--- config.mk ---
export PLATFORM = sky130hd
export DESIGN_NAME = slx_load_exec
export DESIGN_NICKNAME = d
export VERILOG_FILES = /design/src/rtl/slx_load_exec.v /design/src/rtl/slx_mcycle.v /design/src/rtl/slx_regfile.v
export VERILOG_INCLUDE_DIRS = /design/src /design/src/rtl
export SDC_FILE = /design/constraint.sdc
export NUM_CORES = 1
export LEC_CHECK = 0
export BUFFER_PORTS_ARGS = -buffer_cell sky130_fd_sc_hd__clkbuf_2
export CAP_MARGIN = 20
export CORE_ASPECT_RATIO = 1.5
export CORE_MARGIN = 2
export CORE_UTILIZATION = 57
export CTS_CLUSTER_SIZE = 8
export DETAILED_ROUTE_END_ITERATION = 8
export PLACE_DENSITY_LB_ADDON = 0.05
export SKIP_CTS_REPAIR_TIMING = 1
export SLEW_MARGIN = 25
export SYNTH_ARGS = -nofsm -noshare
export SYNTH_HDL_FRONTEND = slang
export SYNTH_SLANG_ARGS = --single-unit
--- constraint.sdc ---
create_clock -name clk_sys -period 16 [get_ports clk_sys]
set_input_delay 1.6 -clock clk_sys [delete_from_list [all_inputs] [get_ports clk_sys]]
set_output_delay 1.6 -clock clk_sys [all_outputs]
set_load 0.005 [all_outputs]
--- src/rtl/slx_consts.vh ---
// Constants for the sixteen-bit load execution block.
// Assumes inclusion by bare name from every rtl file that needs them.
`ifndef SLX_CONSTS_VH
`define SLX_CONSTS_VH

// Prefix and opcode bytes
`define SLX_PFX_XIDX 8'hDD
`define SLX_PFX_YIDX 8'hFD
`define SLX_PFX_EXT 8'hED
`define SLX_OP_IDX_IMM 8'h21
`define SLX_OP_LOAD_THIRD 8'h2A
`define SLX_OP_STORE_THIRD 8'h22

// Immediate pair-load pattern 00dd0001
`define SLX_IMM_TOP 2'h0
`define SLX_IMM_LOW 4'h1
// Extended pair forms 01dd1011 and 01dd0011
`define SLX_EXT_TOP 2'h1
`define SLX_EXT_LOAD_LOW 4'hB
`define SLX_EXT_STORE_LOW 4'h3

// Register file slots
`define SLX_SLOT_FIRST 3'h0
`define SLX_SLOT_SECOND 3'h1
`define SLX_SLOT_THIRD 3'h2
`define SLX_SLOT_STACK 3'h3
`define SLX_SLOT_XIDX 3'h4
`define SLX_SLOT_YIDX 3'h5

// Clock states per machine cycle
`define SLX_TS_FETCH 3'h4
`define SLX_TS_MEM 3'h3

// Reset values
`define SLX_RST_WORD 16'h0000
`define SLX_RST_BYTE 8'h00

`endif

--- src/rtl/slx_load_exec.v ---
// Decode and execution control for the sixteen-bit load instruction group.
// Assumes a zero-wait memory on the same clock: read data valid at the last
// clock state of every bus cycle, writes taken at the end of the cycle.
`timescale 1ns/100ps
`include "slx_consts.vh"

module slx_load_exec #(
  parameter T_DIV = 1
) (
  clk_sys,
  rst,
  start,
  start_pc,
  mem_rdata,
  dbg_sel,
  busy_ff,
  done_ff,
  illegal_ff,
  m1_ff,
  mem_rd_ff,
  mem_wr_ff,
  mem_addr_ff,
  mem_wdata_ff,
  pc_ff,
  mcycles_ff,
  tstates_ff,
  flags_we_ff,
  dbg_data_ff
);
  input wire clk_sys;
  input wire rst;
  input wire start;
  input wire [15:0] start_pc;
  input wire [7:0] mem_rdata;
  input wire [2:0] dbg_sel;
  output reg busy_ff;
  output reg done_ff;
  output reg illegal_ff;
  output reg m1_ff;
  output reg mem_rd_ff;
  output reg mem_wr_ff;
  output reg [15:0] mem_addr_ff;
  output reg [7:0] mem_wdata_ff;
  output reg [15:0] pc_ff;
  output reg [2:0] mcycles_ff;
  output reg [4:0] tstates_ff;
  output reg flags_we_ff;
  output reg [15:0] dbg_data_ff;

  // Sequencer states, one per machine cycle kind
  localparam S_IDLE = 3'h0;
  localparam S_OP1 = 3'h1;
  localparam S_OP2 = 3'h2;
  localparam S_ADR_LO = 3'h3;
  localparam S_ADR_HI = 3'h4;
  localparam S_DAT_LO = 3'h5;
  localparam S_DAT_HI = 3'h6;

  // Instruction kinds
  localparam K_IMM = 2'h0;
  localparam K_LOAD = 2'h1;
  localparam K_STORE = 2'h2;

  reg [2:0] state_ff;
  reg [1:0] kind_ff;
  reg [2:0] slot_ff;
  reg [7:0] prefix_ff;
  reg [15:0] word_ff;
  reg [7:0] data_lo_ff;
  reg kick_ff;
  reg [2:0] kick_len_ff;

  // Timer busy level left unread: the sequencer state already says it
  wire mc_tick;
  wire mc_last;
  wire [15:0] rf_rdata;
  wire [15:0] rf_dbg;
  reg rf_we;
  reg [15:0] rf_wdata;

  // Pair field to register slot mapping, used by both decode stages
  function [2:0] pair_slot;
    input [1:0] pair_select_field;
    begin
      case (pair_select_field)
        2'h0: pair_slot = `SLX_SLOT_FIRST;
        2'h1: pair_slot = `SLX_SLOT_SECOND;
        2'h2: pair_slot = `SLX_SLOT_THIRD;
        default: pair_slot = `SLX_SLOT_STACK;
      endcase
    end
  endfunction

  // Index register slot chosen by the prefix byte
  function [2:0] index_slot;
    input [7:0] pfx;
    begin
      index_slot = (pfx == `SLX_PFX_YIDX) ? `SLX_SLOT_YIDX : `SLX_SLOT_XIDX;
    end
  endfunction

  slx_mcycle #(
    .T_DIV(T_DIV)
  ) u_mcycle (
    .clk_sys(clk_sys),
    .rst(rst),
    .kick(kick_ff),
    .kick_len(kick_len_ff),
    .busy(),
    .tick(mc_tick),
    .last(mc_last)
  );

  slx_regfile #(
    .DEPTH(8),
    .AW(3)
  ) u_regfile (
    .clk_sys(clk_sys),
    .rst(rst),
    .wr_en(rf_we),
    .wr_addr(slot_ff),
    .wr_data(rf_wdata),
    .rd_addr(slot_ff),
    .rd_data_ff(rf_rdata),
    .dbg_addr(dbg_sel),
    .dbg_data_ff(rf_dbg)
  );

  // Register write at the end of the final cycle; high byte is live bus data
  always @* begin
    rf_we = 1'b0;
    rf_wdata = {mem_rdata, word_ff[7:0]};
    if (mc_last && state_ff == S_ADR_HI && kind_ff == K_IMM) begin
      rf_we = 1'b1;
    end
    if (mc_last && state_ff == S_DAT_HI && kind_ff == K_LOAD) begin
      rf_we = 1'b1;
      rf_wdata = {mem_rdata, data_lo_ff};
    end
  end

  // Main sequencer; leaves idle on any edge with start, otherwise acts only on the closing edge of each machine cycle
  always @(posedge clk_sys or posedge rst) begin
    if (rst) begin
      state_ff <= S_IDLE;
      kind_ff <= K_IMM;
      slot_ff <= `SLX_SLOT_FIRST;
      prefix_ff <= `SLX_RST_BYTE;
      word_ff <= `SLX_RST_WORD;
      data_lo_ff <= `SLX_RST_BYTE;
      kick_ff <= 1'b0;
      kick_len_ff <= `SLX_TS_FETCH;
      busy_ff <= 1'b0;
      done_ff <= 1'b0;
      illegal_ff <= 1'b0;
      m1_ff <= 1'b0;
      mem_rd_ff <= 1'b0;
      mem_wr_ff <= 1'b0;
      mem_addr_ff <= `SLX_RST_WORD;
      mem_wdata_ff <= `SLX_RST_BYTE;
      pc_ff <= `SLX_RST_WORD;
      mcycles_ff <= 3'h0;
      tstates_ff <= 5'h00;
      flags_we_ff <= 1'b0;
      dbg_data_ff <= `SLX_RST_WORD;
    end else begin
      done_ff <= 1'b0;
      illegal_ff <= 1'b0;
      kick_ff <= 1'b0;
      flags_we_ff <= 1'b0; // Flag bank never written by this group
      dbg_data_ff <= rf_dbg;
      // Clock-state and machine-cycle tallies for the running instruction
      if (mc_tick) begin
        tstates_ff <= tstates_ff + 5'h01;
      end
      if (kick_ff) begin
        mcycles_ff <= mcycles_ff + 3'h1;
      end
      case (state_ff)
        S_IDLE: begin
          if (start) begin
            state_ff <= S_OP1;
            busy_ff <= 1'b1;
            pc_ff <= start_pc;
            mem_addr_ff <= start_pc;
            mem_rd_ff <= 1'b1;
            m1_ff <= 1'b1;
            kick_ff <= 1'b1;
            kick_len_ff <= `SLX_TS_FETCH;
            prefix_ff <= `SLX_RST_BYTE;
            mcycles_ff <= 3'h0;
            tstates_ff <= 5'h00;
          end
        end
        S_OP1: begin
          if (mc_last) begin
            pc_ff <= pc_ff + 16'h0001;
            mem_addr_ff <= pc_ff + 16'h0001;
            kick_ff <= 1'b1;
            kick_len_ff <= `SLX_TS_MEM;
            state_ff <= S_ADR_LO;
            m1_ff <= 1'b0;
            if (mem_rdata == `SLX_PFX_XIDX || mem_rdata == `SLX_PFX_YIDX ||
                mem_rdata == `SLX_PFX_EXT) begin
              // Prefix: second opcode fetch is also four states
              prefix_ff <= mem_rdata;
              state_ff <= S_OP2;
              m1_ff <= 1'b1;
              kick_len_ff <= `SLX_TS_FETCH;
            end else if (mem_rdata[7:6] == `SLX_IMM_TOP &&
                         mem_rdata[3:0] == `SLX_IMM_LOW) begin
              kind_ff <= K_IMM;
              slot_ff <= pair_slot(mem_rdata[5:4]);
            end else if (mem_rdata == `SLX_OP_LOAD_THIRD) begin
              kind_ff <= K_LOAD;
              slot_ff <= `SLX_SLOT_THIRD;
            end else if (mem_rdata == `SLX_OP_STORE_THIRD) begin
              kind_ff <= K_STORE;
              slot_ff <= `SLX_SLOT_THIRD;
            end else begin
              // Outside this group: hand back at once, no register written; pc_ff still steps past the opcode
              state_ff <= S_IDLE;
              kick_ff <= 1'b0;
              mem_rd_ff <= 1'b0;
              busy_ff <= 1'b0;
              done_ff <= 1'b1;
              illegal_ff <= 1'b1;
            end
          end
        end
        S_OP2: begin
          if (mc_last) begin
            pc_ff <= pc_ff + 16'h0001;
            mem_addr_ff <= pc_ff + 16'h0001;
            m1_ff <= 1'b0;
            kick_ff <= 1'b1;
            kick_len_ff <= `SLX_TS_MEM;
            state_ff <= S_ADR_LO;
            if (prefix_ff != `SLX_PFX_EXT && mem_rdata == `SLX_OP_IDX_IMM) begin
              kind_ff <= K_IMM;
              slot_ff <= index_slot(prefix_ff);
            end else if (prefix_ff != `SLX_PFX_EXT &&
                         mem_rdata == `SLX_OP_LOAD_THIRD) begin
              kind_ff <= K_LOAD;
              slot_ff <= index_slot(prefix_ff);
            end else if (prefix_ff == `SLX_PFX_XIDX &&
                         mem_rdata == `SLX_OP_STORE_THIRD) begin
              kind_ff <= K_STORE;
              slot_ff <= `SLX_SLOT_XIDX;
            end else if (prefix_ff == `SLX_PFX_EXT &&
                         mem_rdata[7:6] == `SLX_EXT_TOP &&
                         mem_rdata[3:0] == `SLX_EXT_LOAD_LOW) begin
              kind_ff <= K_LOAD;
              slot_ff <= pair_slot(mem_rdata[5:4]);
            end else if (prefix_ff == `SLX_PFX_EXT &&
                         mem_rdata[7:6] == `SLX_EXT_TOP &&
                         mem_rdata[3:0] == `SLX_EXT_STORE_LOW) begin
              kind_ff <= K_STORE;
              slot_ff <= pair_slot(mem_rdata[5:4]);
            end else begin
              state_ff <= S_IDLE;
              kick_ff <= 1'b0;
              mem_rd_ff <= 1'b0;
              busy_ff <= 1'b0;
              done_ff <= 1'b1;
              illegal_ff <= 1'b1;
            end
          end
        end
        S_ADR_LO: begin
          // First operand byte is always the low half of the word
          if (mc_last) begin
            word_ff[7:0] <= mem_rdata;
            pc_ff <= pc_ff + 16'h0001;
            mem_addr_ff <= pc_ff + 16'h0001;
            kick_ff <= 1'b1;
            state_ff <= S_ADR_HI;
          end
        end
        S_ADR_HI: begin
          if (mc_last) begin
            word_ff[15:8] <= mem_rdata;
            pc_ff <= pc_ff + 16'h0001;
            if (kind_ff == K_IMM) begin
              // Immediate forms finish here; the register write is above
              state_ff <= S_IDLE;
              mem_rd_ff <= 1'b0;
              busy_ff <= 1'b0;
              done_ff <= 1'b1;
            end else begin
              // Data cycles start only once the whole address is known
              state_ff <= S_DAT_LO;
              mem_addr_ff <= {mem_rdata, word_ff[7:0]};
              mem_rd_ff <= (kind_ff == K_LOAD);
              mem_wr_ff <= (kind_ff == K_STORE);
              mem_wdata_ff <= rf_rdata[7:0];
              kick_ff <= 1'b1;
            end
          end
        end
        S_DAT_LO: begin
          // Low byte at the address, high byte at the next one up
          if (mc_last) begin
            data_lo_ff <= mem_rdata;
            mem_addr_ff <= word_ff + 16'h0001;
            mem_wdata_ff <= rf_rdata[15:8];
            kick_ff <= 1'b1;
            state_ff <= S_DAT_HI;
          end
        end
        S_DAT_HI: begin
          if (mc_last) begin
            state_ff <= S_IDLE;
            mem_rd_ff <= 1'b0;
            mem_wr_ff <= 1'b0;
            busy_ff <= 1'b0;
            done_ff <= 1'b1;
          end
        end
        default: begin
          state_ff <= S_IDLE;
          busy_ff <= 1'b0;
          mem_rd_ff <= 1'b0;
          mem_wr_ff <= 1'b0;
        end
      endcase
    end
  end

endmodule

--- src/rtl/slx_mcycle.v ---
// Machine cycle timer: counts clock states of one bus cycle.
// Assumes a one-cycle kick; a clock state lasts T_DIV clk_sys cycles.
`timescale 1ns/100ps
`include "slx_consts.vh"

module slx_mcycle #(
  parameter T_DIV = 1
) (
  clk_sys,
  rst,
  kick,
  kick_len,
  busy,
  tick,
  last
);
  input wire clk_sys;
  input wire rst;
  input wire kick;
  input wire [2:0] kick_len;
  output wire busy;
  output wire tick;
  output wire last;

  reg busy_ff;
  reg [2:0] len_ff;
  reg [2:0] tcnt_ff;
  reg [7:0] div_ff;

  // Clock-state enable from the divider, restarted by each kick
  assign tick = busy_ff && (div_ff == T_DIV[7:0] - 8'h01);
  assign last = tick && (tcnt_ff == len_ff - 3'h1);
  assign busy = busy_ff;

  always @(posedge clk_sys or posedge rst) begin
    if (rst) begin
      busy_ff <= 1'b0;
      len_ff <= `SLX_TS_MEM;
      tcnt_ff <= 3'h0;
      div_ff <= 8'h00;
    end else if (kick) begin
      busy_ff <= 1'b1;
      len_ff <= kick_len;
      tcnt_ff <= 3'h0;
      div_ff <= 8'h00;
    end else if (busy_ff) begin
      if (tick) begin
        div_ff <= 8'h00;
        tcnt_ff <= tcnt_ff + 3'h1;
        if (last) begin
          busy_ff <= 1'b0;
        end
      end else begin
        div_ff <= div_ff + 8'h01;
      end
    end
  end

endmodule

--- src/rtl/slx_regfile.v ---
// Word register file holding the pairs, stack pointer and index registers.
// Assumes one synchronous write port; both read ports give registered data.
`timescale 1ns/100ps
`include "slx_consts.vh"

module slx_regfile #(
  parameter DEPTH = 8,
  parameter AW = 3
) (
  clk_sys,
  rst,
  wr_en,
  wr_addr,
  wr_data,
  rd_addr,
  rd_data_ff,
  dbg_addr,
  dbg_data_ff
);
  input wire clk_sys;
  input wire rst;
  input wire wr_en;
  input wire [AW-1:0] wr_addr;
  input wire [15:0] wr_data;
  input wire [AW-1:0] rd_addr;
  output reg [15:0] rd_data_ff;
  input wire [AW-1:0] dbg_addr;
  output reg [15:0] dbg_data_ff;

  reg [15:0] mem_ff [0:DEPTH-1];
  integer i;

  // Storage and registered reads; reads see the old word on a same-cycle write
  always @(posedge clk_sys or posedge rst) begin
    if (rst) begin
      for (i = 0; i < DEPTH; i = i + 1) begin
        mem_ff[i] <= `SLX_RST_WORD;
      end
      rd_data_ff <= `SLX_RST_WORD;
      dbg_data_ff <= `SLX_RST_WORD;
    end else begin
      if (wr_en) begin
        mem_ff[wr_addr] <= wr_data;
      end
      rd_data_ff <= mem_ff[rd_addr];
      dbg_data_ff <= mem_ff[dbg_addr];
    end
  end

endmodule

==> results of run 1 <==
==> stage by stage <==
step                cell area, sq um  utilization, %  worst slack, ns  std cells  power (mW)
global route                   16120           65.97            12.00       1712       2.329
floorplan                      14230               -            6.483       1306       1.271
finish                         16120           65.97            12.13       1712       2.217
detailed placement             14980           61.32            12.01       1660       1.449
CTS                            16100           65.88            12.19       1712       2.230
global placement               14980           61.32            12.07       1660       1.433
==> sequential cells by signal, indices dropped and copies added, names as in the netlist, 5 cells and up <==
name,count
u_regfile.dbg_data_ff,16
dbg_data_ff,16
u_mcycle.div_ff,8
u_regfile.mem_ff,128
tstates_ff,5
u_regfile.rd_data_ff,16
mem_wdata_ff,8
data_lo_ff,8
word_ff,16
prefix_ff,8
mem_addr_ff,16
pc_ff,16
==> routing by layer <==
metal | part of all wire (%) | track usage (%) | up-vias
li1 | - | - | 4934
met5 | 0 | 0 | -
met4 | 5.2 | 16.45 | 0
met2 | 52 | 51.83 | 398
met3 | 5.6 | 4.157 | 118
met1 | 37 | 35.25 | 5404
==> cell usage after synthesis (3+ instances only) <==
master and instances:
sky130_fd_sc_hd__a21o_1 9, sky130_fd_sc_hd__ha_1 7, sky130_fd_sc_hd__a21oi_1 59, sky130_fd_sc_hd__o22a_1 4, sky130_fd_sc_hd__a211oi_1 5, sky130_fd_sc_hd__a41oi_1 3
sky130_fd_sc_hd__nor4_1 7, sky130_fd_sc_hd__nand3_1 21, sky130_fd_sc_hd__dfrtp_1 285, sky130_fd_sc_hd__xnor2_1 16, sky130_fd_sc_hd__o21ai_1 65, sky130_fd_sc_hd__nor3b_1 4
sky130_fd_sc_hd__and3_1 10, sky130_fd_sc_hd__o221ai_1 10, sky130_fd_sc_hd__mux2i_1 34, sky130_fd_sc_hd__o21ai_0 58, sky130_fd_sc_hd__clkbuf_1 75, sky130_fd_sc_hd__nor3_1 17
sky130_fd_sc_hd__nand2b_1 7, sky130_fd_sc_hd__xor2_1 24, sky130_fd_sc_hd__mux2i_4 8, sky130_fd_sc_hd__a22oi_1 16, sky130_fd_sc_hd__inv_1 19, sky130_fd_sc_hd__a311oi_1 5
sky130_fd_sc_hd__nor2_1 98, sky130_fd_sc_hd__a22o_1 7, sky130_fd_sc_hd__nand2_1 143, sky130_fd_sc_hd__a221oi_1 19, sky130_fd_sc_hd__and4_1 4, sky130_fd_sc_hd__a221o_1 6
sky130_fd_sc_hd__nor2b_1 5, sky130_fd_sc_hd__mux2_2 112, sky130_fd_sc_hd__o21a_1 4, sky130_fd_sc_hd__buf_2 3, sky130_fd_sc_hd__a31oi_1 9, sky130_fd_sc_hd__o22ai_1 23
sky130_fd_sc_hd__buf_1 11, sky130_fd_sc_hd__mux4_2 34, sky130_fd_sc_hd__nand4b_1 4, sky130_fd_sc_hd__nand4_1 16
==> where the power goes <==
part           total [mW]  switching [mW]  internal [mW]
Combinational       0.467           0.251          0.216
Clock               0.773           0.298          0.475
Sequential          0.977           0.130          0.847
Total                2.22           0.678           1.54
==> worst max-delay path: cells and delay by family, from the launching register on <==
family / cells / cell delay (ns)
DFF: 1 / 0.42
and+or+nand+nor: 4 / 2.25
buffers and inverters: 2 / 0.77
muxes: 1 / 0.29
==> cell families after synthesis <==
kind of cell	count (synthesis)
compound gates	319
buf+inv	113
simple gates	351
other cells	1
mux	188
flops	287
xor+xnor	40
fa+ha+maj	7
==> worst paths after layout <==
kind	start	endpoint	slack, ns	depth (start not counted)
setup / recovery	u_mcycle.div_ff[2]$_DFFE_PP0P_	u_regfile.mem_ff[47]$_DFFE_PP0P_	12.13	7
hold / removal	u_regfile.dbg_data_ff[3]$_DFF_PP0_	dbg_data_ff[3]$_DFF_PP0_	0.34	0
setup reg to reg	u_mcycle.div_ff[2]$_DFFE_PP0P_	u_regfile.mem_ff[47]$_DFFE_PP0P_	12.13	7
min in group asynchronous	rst	mem_wdata_ff[5]$_DFFE_PP0P_	1.18	2
max in group asynchronous	rst	mem_wdata_ff[0]$_DFFE_PP0P_	13.33	3
hold reg to reg	u_regfile.dbg_data_ff[3]$_DFF_PP0_	dbg_data_ff[3]$_DFF_PP0_	0.34	0
==> layout make-up <==
class                      count  area, sq um
fill                        1917         8317
clock inverter                 1        8.758
multi-input combinational    906         6658
inverter                      22        95.09
timing repair buffer         121        660.6
clock buffer                  51         1106
tap                          324        405.4
sequential                   287         7186
==> PnR_summary.wiki, run 1 <==
{| class="wikitable"
! Metric !! Value
|-
| Synthesized netlist cell count || 1,306
|-
| Overall die area || 26,280 sq um
|-
| Synthesized-area fraction occupied by ao, oa, aoi and oai cells || 14.02%
|-
| Layout-stage area growth over the synthesis result || 13.25%
|-
| TritonCTS clock tree || built
|-
| Cell variety after synth || 69
|-
| Root buffer selected by CTS || sky130_fd_sc_hd__clkbuf_16
|-
| Gp weighted congestion || 0.8700
|-
| Share of the synthesized area in the top cell type || 50.11%
|-
| Crit path DAT || 4.28 ns
|-
| Leakage power summed over all cells || 7.092 nW
|-
| Required @ worst endpoint || 16.41 ns
|-
| Number of buffers inserted during clock tree synthesis || 41
|-
| Net count after synthesis || 1,343
|-
| Area fraction in and, or, nand and nor cells after synthesis || 11.42%
|-
| First-pass GRT wire length || 60.29 mm
|-
| #FFs+latches synth || 287
|-
| Startpoint class of the critical path || register
|-
| Category of the most critical setup path || reg2reg
|-
| Final-stage net count || 1,416
|-
| Worst IR Drop VDD || 0.07730 mV
|-
| Overall overflow remaining after global route || 0
|-
| Mapped Avg Cell Area || 10.90 sq um
|-
| Vias || 10,854
|-
| Largest net degree at the start of global routing || 148
|-
| Outcome || finished, final reports clean
|-
| Number of enable-type register cells in the synthesized netlist || 0
|-
| Initial antenna violation count || 0
|-
| Number of failing hold endpoints at the final stage || 0
|-
| Via count of the first global-routing pass || 10,865
|-
| RSZ-0062 raised after global routing || no
|-
| Headroom to the max-slew limit || 26.59%
|-
| Count of TritonRoute iterations in the first routing pass || 5
|-
| Number of I/O port buffers || 99
|-
| Predominant post-synthesis flop cell || sky130_fd_sc_hd__dfrtp_1
|-
| Longest Clk Path Bufs || 3
|-
| Drt first-iter violations || 848
|-
| Number of sinks on the clock net || 287
|-
| Transition time at the pin with the least slew margin || 1.093 ns
|-
| Critical Path Most Common Cell || sky130_fd_sc_hd__buf_4
|-
| Post-DP HPWL || 25.33 mm
|-
| Sum of negative setup slack || 0 ns
|-
| Syn. warnings || 0
|-
| Core area || 24,440 sq um
|-
| Highest achievable clock rate || 258.3 MHz
|-
| Routed Antenna Nets || 0
|-
| # IOs || 101
|-
| CP Capture Type || register
|-
| Commonest cells after routing, fill and taps aside || sky130_fd_sc_hd__dfrtp_1 (284), sky130_fd_sc_hd__nand2_1 (143), sky130_fd_sc_hd__mux2_2 (112), sky130_fd_sc_hd__clkbuf_2 (99), sky130_fd_sc_hd__nor2_1 (97)
|-
| Antenna diode count || 0
|-
| Die outline height || 197.5 um
|-
| Worst min-delay path category || reg2reg
|-
| Peak fanout along the critical path || 19
|-
| Post-detailed-routing wire length || 38.36 mm
|-
| Adder-cell area share of the yosys netlist || 0.6153%
|-
| Area share of xor/xnor cells in the synthesized design || 2.461%
|-
| Width of the die || 133.0 um
|-
| Post-CTS clock slew at the launch and capture registers of the worst setup and hold paths || 0.05 ns
|-
| Max-cap violations || 0
|-
| Hold Worst Slack || 0.3446 ns
|-
| Combinational family with the most area after synthesis || multiplexers
|-
| Most area-hungry cell type in the Yosys netlist || sky130_fd_sc_hd__dfrtp_1
|-
| Initial core utilization || 58.25%
|-
| Total number of H-tree levels || 2
|-
| Crit share post-route || 24.20%
|-
| Count of standard-cell rows || 70
|-
| Proportion of synthesized area in mux cells || 17.90%
|-
| Clock latency of the later-clocked register in the worst-skew pair || 0.53 ns
|-
| Largest incremental delay on the critical path || 0.84 ns
|-
| Share of cells above drive strength 1 || 24.42%
|-
| Via count normalized by instance count || 6.340
|-
| Number of remaining DRC errors || 0
|-
| Final Slew Violations || 0
|-
| Slowest-stage cell, CP || sky130_fd_sc_hd__nand4_1
|-
| Async S/R FF share, synth || 100.0%
|-
| Final setup skew || 0.01226 ns
|-
| WL per Instance || 22.40 um
|-
| Most frequent standard cell in the layout excluding fill and tap cells || sky130_fd_sc_hd__dfrtp_1
|-
| Time the worst path needs with I/O delays and setup || 3.872 ns
|-
| Share of the yosys chip area belonging to registers || 50.47%
|-
| GR Util All Layers || 29.64%
|-
| Summed instance area of the synthesized netlist || 14,230 sq um
|-
| Power per standard cell area || 137.6 nW/um^2
|-
| Biggest area contributors in the synthesized netlist || sky130_fd_sc_hd__dfrtp_1 (50%), sky130_fd_sc_hd__mux2_2 (8.9%), sky130_fd_sc_hd__mux4_2 (5.4%)
|-
| Critical path, cell by cell || or4_4, nor4_4, buf_4, and3_1, nand4_1, buf_4, mux2_2
|-
| Final setup violation count || 0
|}
No activity file was read; power rests on OpenSTA's default activity.
==> inputs of run 2 (changes only) <==
Clock period 16 ns to 3.8 ns, I/O delays scaled along.
==> run 2 against run 1 <==
Combinational power grew to 4.3 times the previous value; global-route usage is 1.5 points higher; flip-flop and latch count stayed put.
==> PnR_summary.wiki, run 2 (synthesis results as in run 1) <==
{| class="wikitable"
! Metric !! Value
|-
| WL per Instance || 23.16 um (+3.4%)
|-
| Sum of negative setup slack || 0 ns (unchanged)
|-
| Flip-flop count of the largest register, all copies and words added || 128 (unchanged)
|-
| Net Switching || 2.918 mW (+330%)
|-
| Start point of the worst min-delay path || start_pc[1]
|-
| Crit share post-route || 84.72% (+61 points)
|-
| Relative contribution of the clock network to total power || 34.6% (-0.3 points)
|-
| Count of TritonRoute iterations in the first routing pass || 5 (unchanged)
|-
| Post-CTS clock slew at the launch and capture registers of the worst setup and hold paths || 0.05 ns (about the same)
|-
| Highest achievable clock rate || 310.6 MHz (+20%)
|-
| Die outline height || 197.5 um (unchanged)
|-
| # IOs || 101 (unchanged)
|-
| Worst reg2reg path depth || 7 (unchanged)
|-
| Width of the die || 133.0 um (unchanged)
|-
| Number of failing hold endpoints at the final stage || 0 (unchanged)
|-
| Share of the core filled with cells || 66.51% (+0.54 points)
|-
| Outcome || finished, final reports clean
|-
| Number of remaining DRC errors || 0 (unchanged)
|-
| Worst IR Drop VDD || 0.3289 mV (+330%)
|-
| Startpoint class of the critical path || register
|-
| Share of cells above drive strength 1 || 25.09% (+0.67 points)
|-
| Register-to-Register Setup Slack || 0.58 ns (-11.55 ns)
|-
| Post-detailed-routing wire length || 39.99 mm (+4.3%)
|-
| Largest register by flop count || u_regfile.mem_ff
|-
| Largest net degree at the start of global routing || 95 (-36%)
|-
| Clock latency of the later-clocked register in the worst-skew pair || 0.55 ns (+0.02 ns)
|-
| Headroom to the max-slew limit || 28.09% (+1.5 points)
|-
| Overall Power || 9.348 mW (+320%)
|-
| Hold Worst Slack || 0.1157 ns (-0.2289 ns)
|-
| Leakage power summed over all cells || 7.163 nW (+1.0%)
|-
| Final design instance area without fill || 16,250 sq um (+0.82%)
|-
| Final-stage net count || 1,431 (+1.1%)
|-
| Combinational fraction of design power || 21.3% (+0.2 points)
|-
| Routed Antenna Nets || 0 (unchanged)
|-
| Initial antenna violation count || 0 (unchanged)
|-
| Gp weighted congestion || 0.8524 (-2.0%)
|-
| Time the worst path needs with I/O delays and setup || 3.219 ns (-0.6525 ns)
|-
| Drt first-iter violations || 766 (-9.7%)
|-
| Post-route setup slack || 0.5807 ns (-11.55 ns)
|-
| Antenna diode count || 0 (unchanged)
|-
| Worst R2R End || mem_addr_ff[7]$_DFFE_PP0P_
|-
| Vias || 10,953 (+0.91%)
|-
| Overall die area || 26,280 sq um (unchanged)
|-
| Overall overflow remaining after global route || 0 (unchanged)
|-
| Post-DP HPWL || 26.28 mm (+3.7%)
|-
| Worst reg2reg startpoint || u_mcycle.div_ff[2]$_DFFE_PP0P_
|-
| Required @ worst endpoint || 4.27 ns (-12.14 ns)
|-
| Total number of H-tree levels || 2 (unchanged)
|-
| Core area || 24,440 sq um (unchanged)
|-
| Cell depth of the worst min-delay path || 3 (+3)
|-
| Number of placed instances with taps included || 1,674 (+0.84%)
|-
| Longest Clk Path Bufs || 3 (unchanged)
|-
| Worst hold path endpoint || pc_ff[1]$_DFFE_PP0P_
|-
| Count of standard-cell rows || 70 (unchanged)
|-
| Sequential Power Share || 44.1% (about the same)
|-
| TritonCTS clock tree || built
|-
| Root buffer selected by CTS || sky130_fd_sc_hd__clkbuf_16
|-
| Power per standard cell area || 575.2 nW/um^2 (+320%)
|-
| Via count normalized by instance count || 6.342 (about the same)
|-
| Cell Area, Placed || 15,130 sq um (+1.0%)
|-
| Crit path DAT || 3.69 ns (-0.59 ns)
|-
| Commonest cells after routing, fill and taps aside || sky130_fd_sc_hd__dfrtp_1 (284), sky130_fd_sc_hd__nand2_1 (143), sky130_fd_sc_hd__mux2_2 (112), sky130_fd_sc_hd__clkbuf_2 (99), sky130_fd_sc_hd__nor2_1 (98)
|-
| Final Slew Violations || 0 (unchanged)
|-
| Initial core utilization || 58.25% (unchanged)
|-
| Number of sinks on the clock net || 287 (unchanged)
|-
| First-pass GRT wire length || 62.92 mm (+4.4%)
|-
| Final setup skew || 0.02321 ns (+0.01095 ns)
|-
| Max-cap violations || 0 (unchanged)
|-
| Worst min-delay path category || in2reg
|-
| CP Capture Type || register
|-
| Layout-stage area growth over the synthesis result || 14.18%
|-
| Final setup violation count || 0 (unchanged)
|-
| Switching portion of total power || 31.21% (+0.62 points)
|-
| Number of I/O port buffers || 99 (unchanged)
|-
| Number of buffers inserted during clock tree synthesis || 41 (unchanged)
|-
| Transition time at the pin with the least slew margin || 1.079 ns (-0.01423 ns)
|-
| RSZ-0062 raised after global routing || no
|-
| Category of the most critical setup path || reg2reg
|-
| Via count of the first global-routing pass || 11,167 (+2.8%)
|-
| Peak fanout along the critical path || 25 (+6)
|-
| Worst Setup Slack post-DPL || 0.6289 ns (-11.38 ns)
|-
| Internal power || 6.430 mW (+320%)
|-
| GR Util All Layers || 31.14% (+1.5 points)
|-
| Most frequent standard cell in the layout excluding fill and tap cells || sky130_fd_sc_hd__dfrtp_1
|-
| Fin cells || 1,727 (+0.88%)
|}
==> run 2: layout make-up <==
type                            instances  area [sq um]
Timing Repair Buffer                  136         825.8
Sequential cell                       287          7186
Clock buffer                           49          1056
Tap cell                              324         405.4
Fill cell                            1968          8184
Clock inverter                          3         41.29
Multi-Input combinational cell        906          6651
Inverter                               22         86.33
==> run 2: power groups by stage <==
stage,logic (mW),clock network [mW],registers [mW]
2_1_floorplan,1.36,0,3.99
3_3_place_gp,1.94,0,4.14
3_5_place_dp,1.99,0,4.15
4_1_cts,2.00,3.27,4.11
5_1_grt,2.22,3.40,4.18
6_report,1.99,3.23,4.12
==> run 2: how the worst max path moves through the flow <==
stage / startpoint / endpoint / slack, ns / depth (start not counted)
finish: u_mcycle.div_ff[2]$_DFFE_PP0P_ / mem_addr_ff[7]$_DFFE_PP0P_ / 0.58 / 7
global placement: u_mcycle.div_ff[2]$_DFFE_PP0P_ / mem_addr_ff[7]$_DFFE_PP0P_ / 0.63 / 7
CTS: u_mcycle.div_ff[2]$_DFFE_PP0P_ / mem_addr_ff[7]$_DFFE_PP0P_ / 0.60 / 7
detailed placement: u_mcycle.div_ff[2]$_DFFE_PP0P_ / mem_addr_ff[7]$_DFFE_PP0P_ / 0.63 / 7
global route: u_mcycle.div_ff[2]$_DFFE_PP0P_ / mem_addr_ff[7]$_DFFE_PP0P_ / 0.40 / 7
floorplan: rst / busy_ff$_DFFE_PP0P_ / -0.38 / 1
==> run 2: worst max-delay path, cell delays in order (launching register included) <==
cell and delay [ns]:
sky130_fd_sc_hd__dfrtp_1 0.42, sky130_fd_sc_hd__or4_4 0.54, sky130_fd_sc_hd__nor4_4 0.21, sky130_fd_sc_hd__and3_1 0.65, sky130_fd_sc_hd__a21oi_2 0.23, sky130_fd_sc_hd__buf_4 0.28, sky130_fd_sc_hd__a2111oi_0 0.68, sky130_fd_sc_hd__a21o_1 0.15
==> run 2: routing by layer <==
| layer | wire length, um | global-route usage (%) | vias to the layer above |
|---|---|---|---|
| met5 | 0 | 0 | - |
| met4 | 2277 | 17.44 | 0 |
| met3 | 2090 | 4.234 | 127 |
| met2 | 20070 | 53.21 | 412 |
| met1 | 15560 | 38.18 | 5462 |
| li1 | - | - | 4952 |
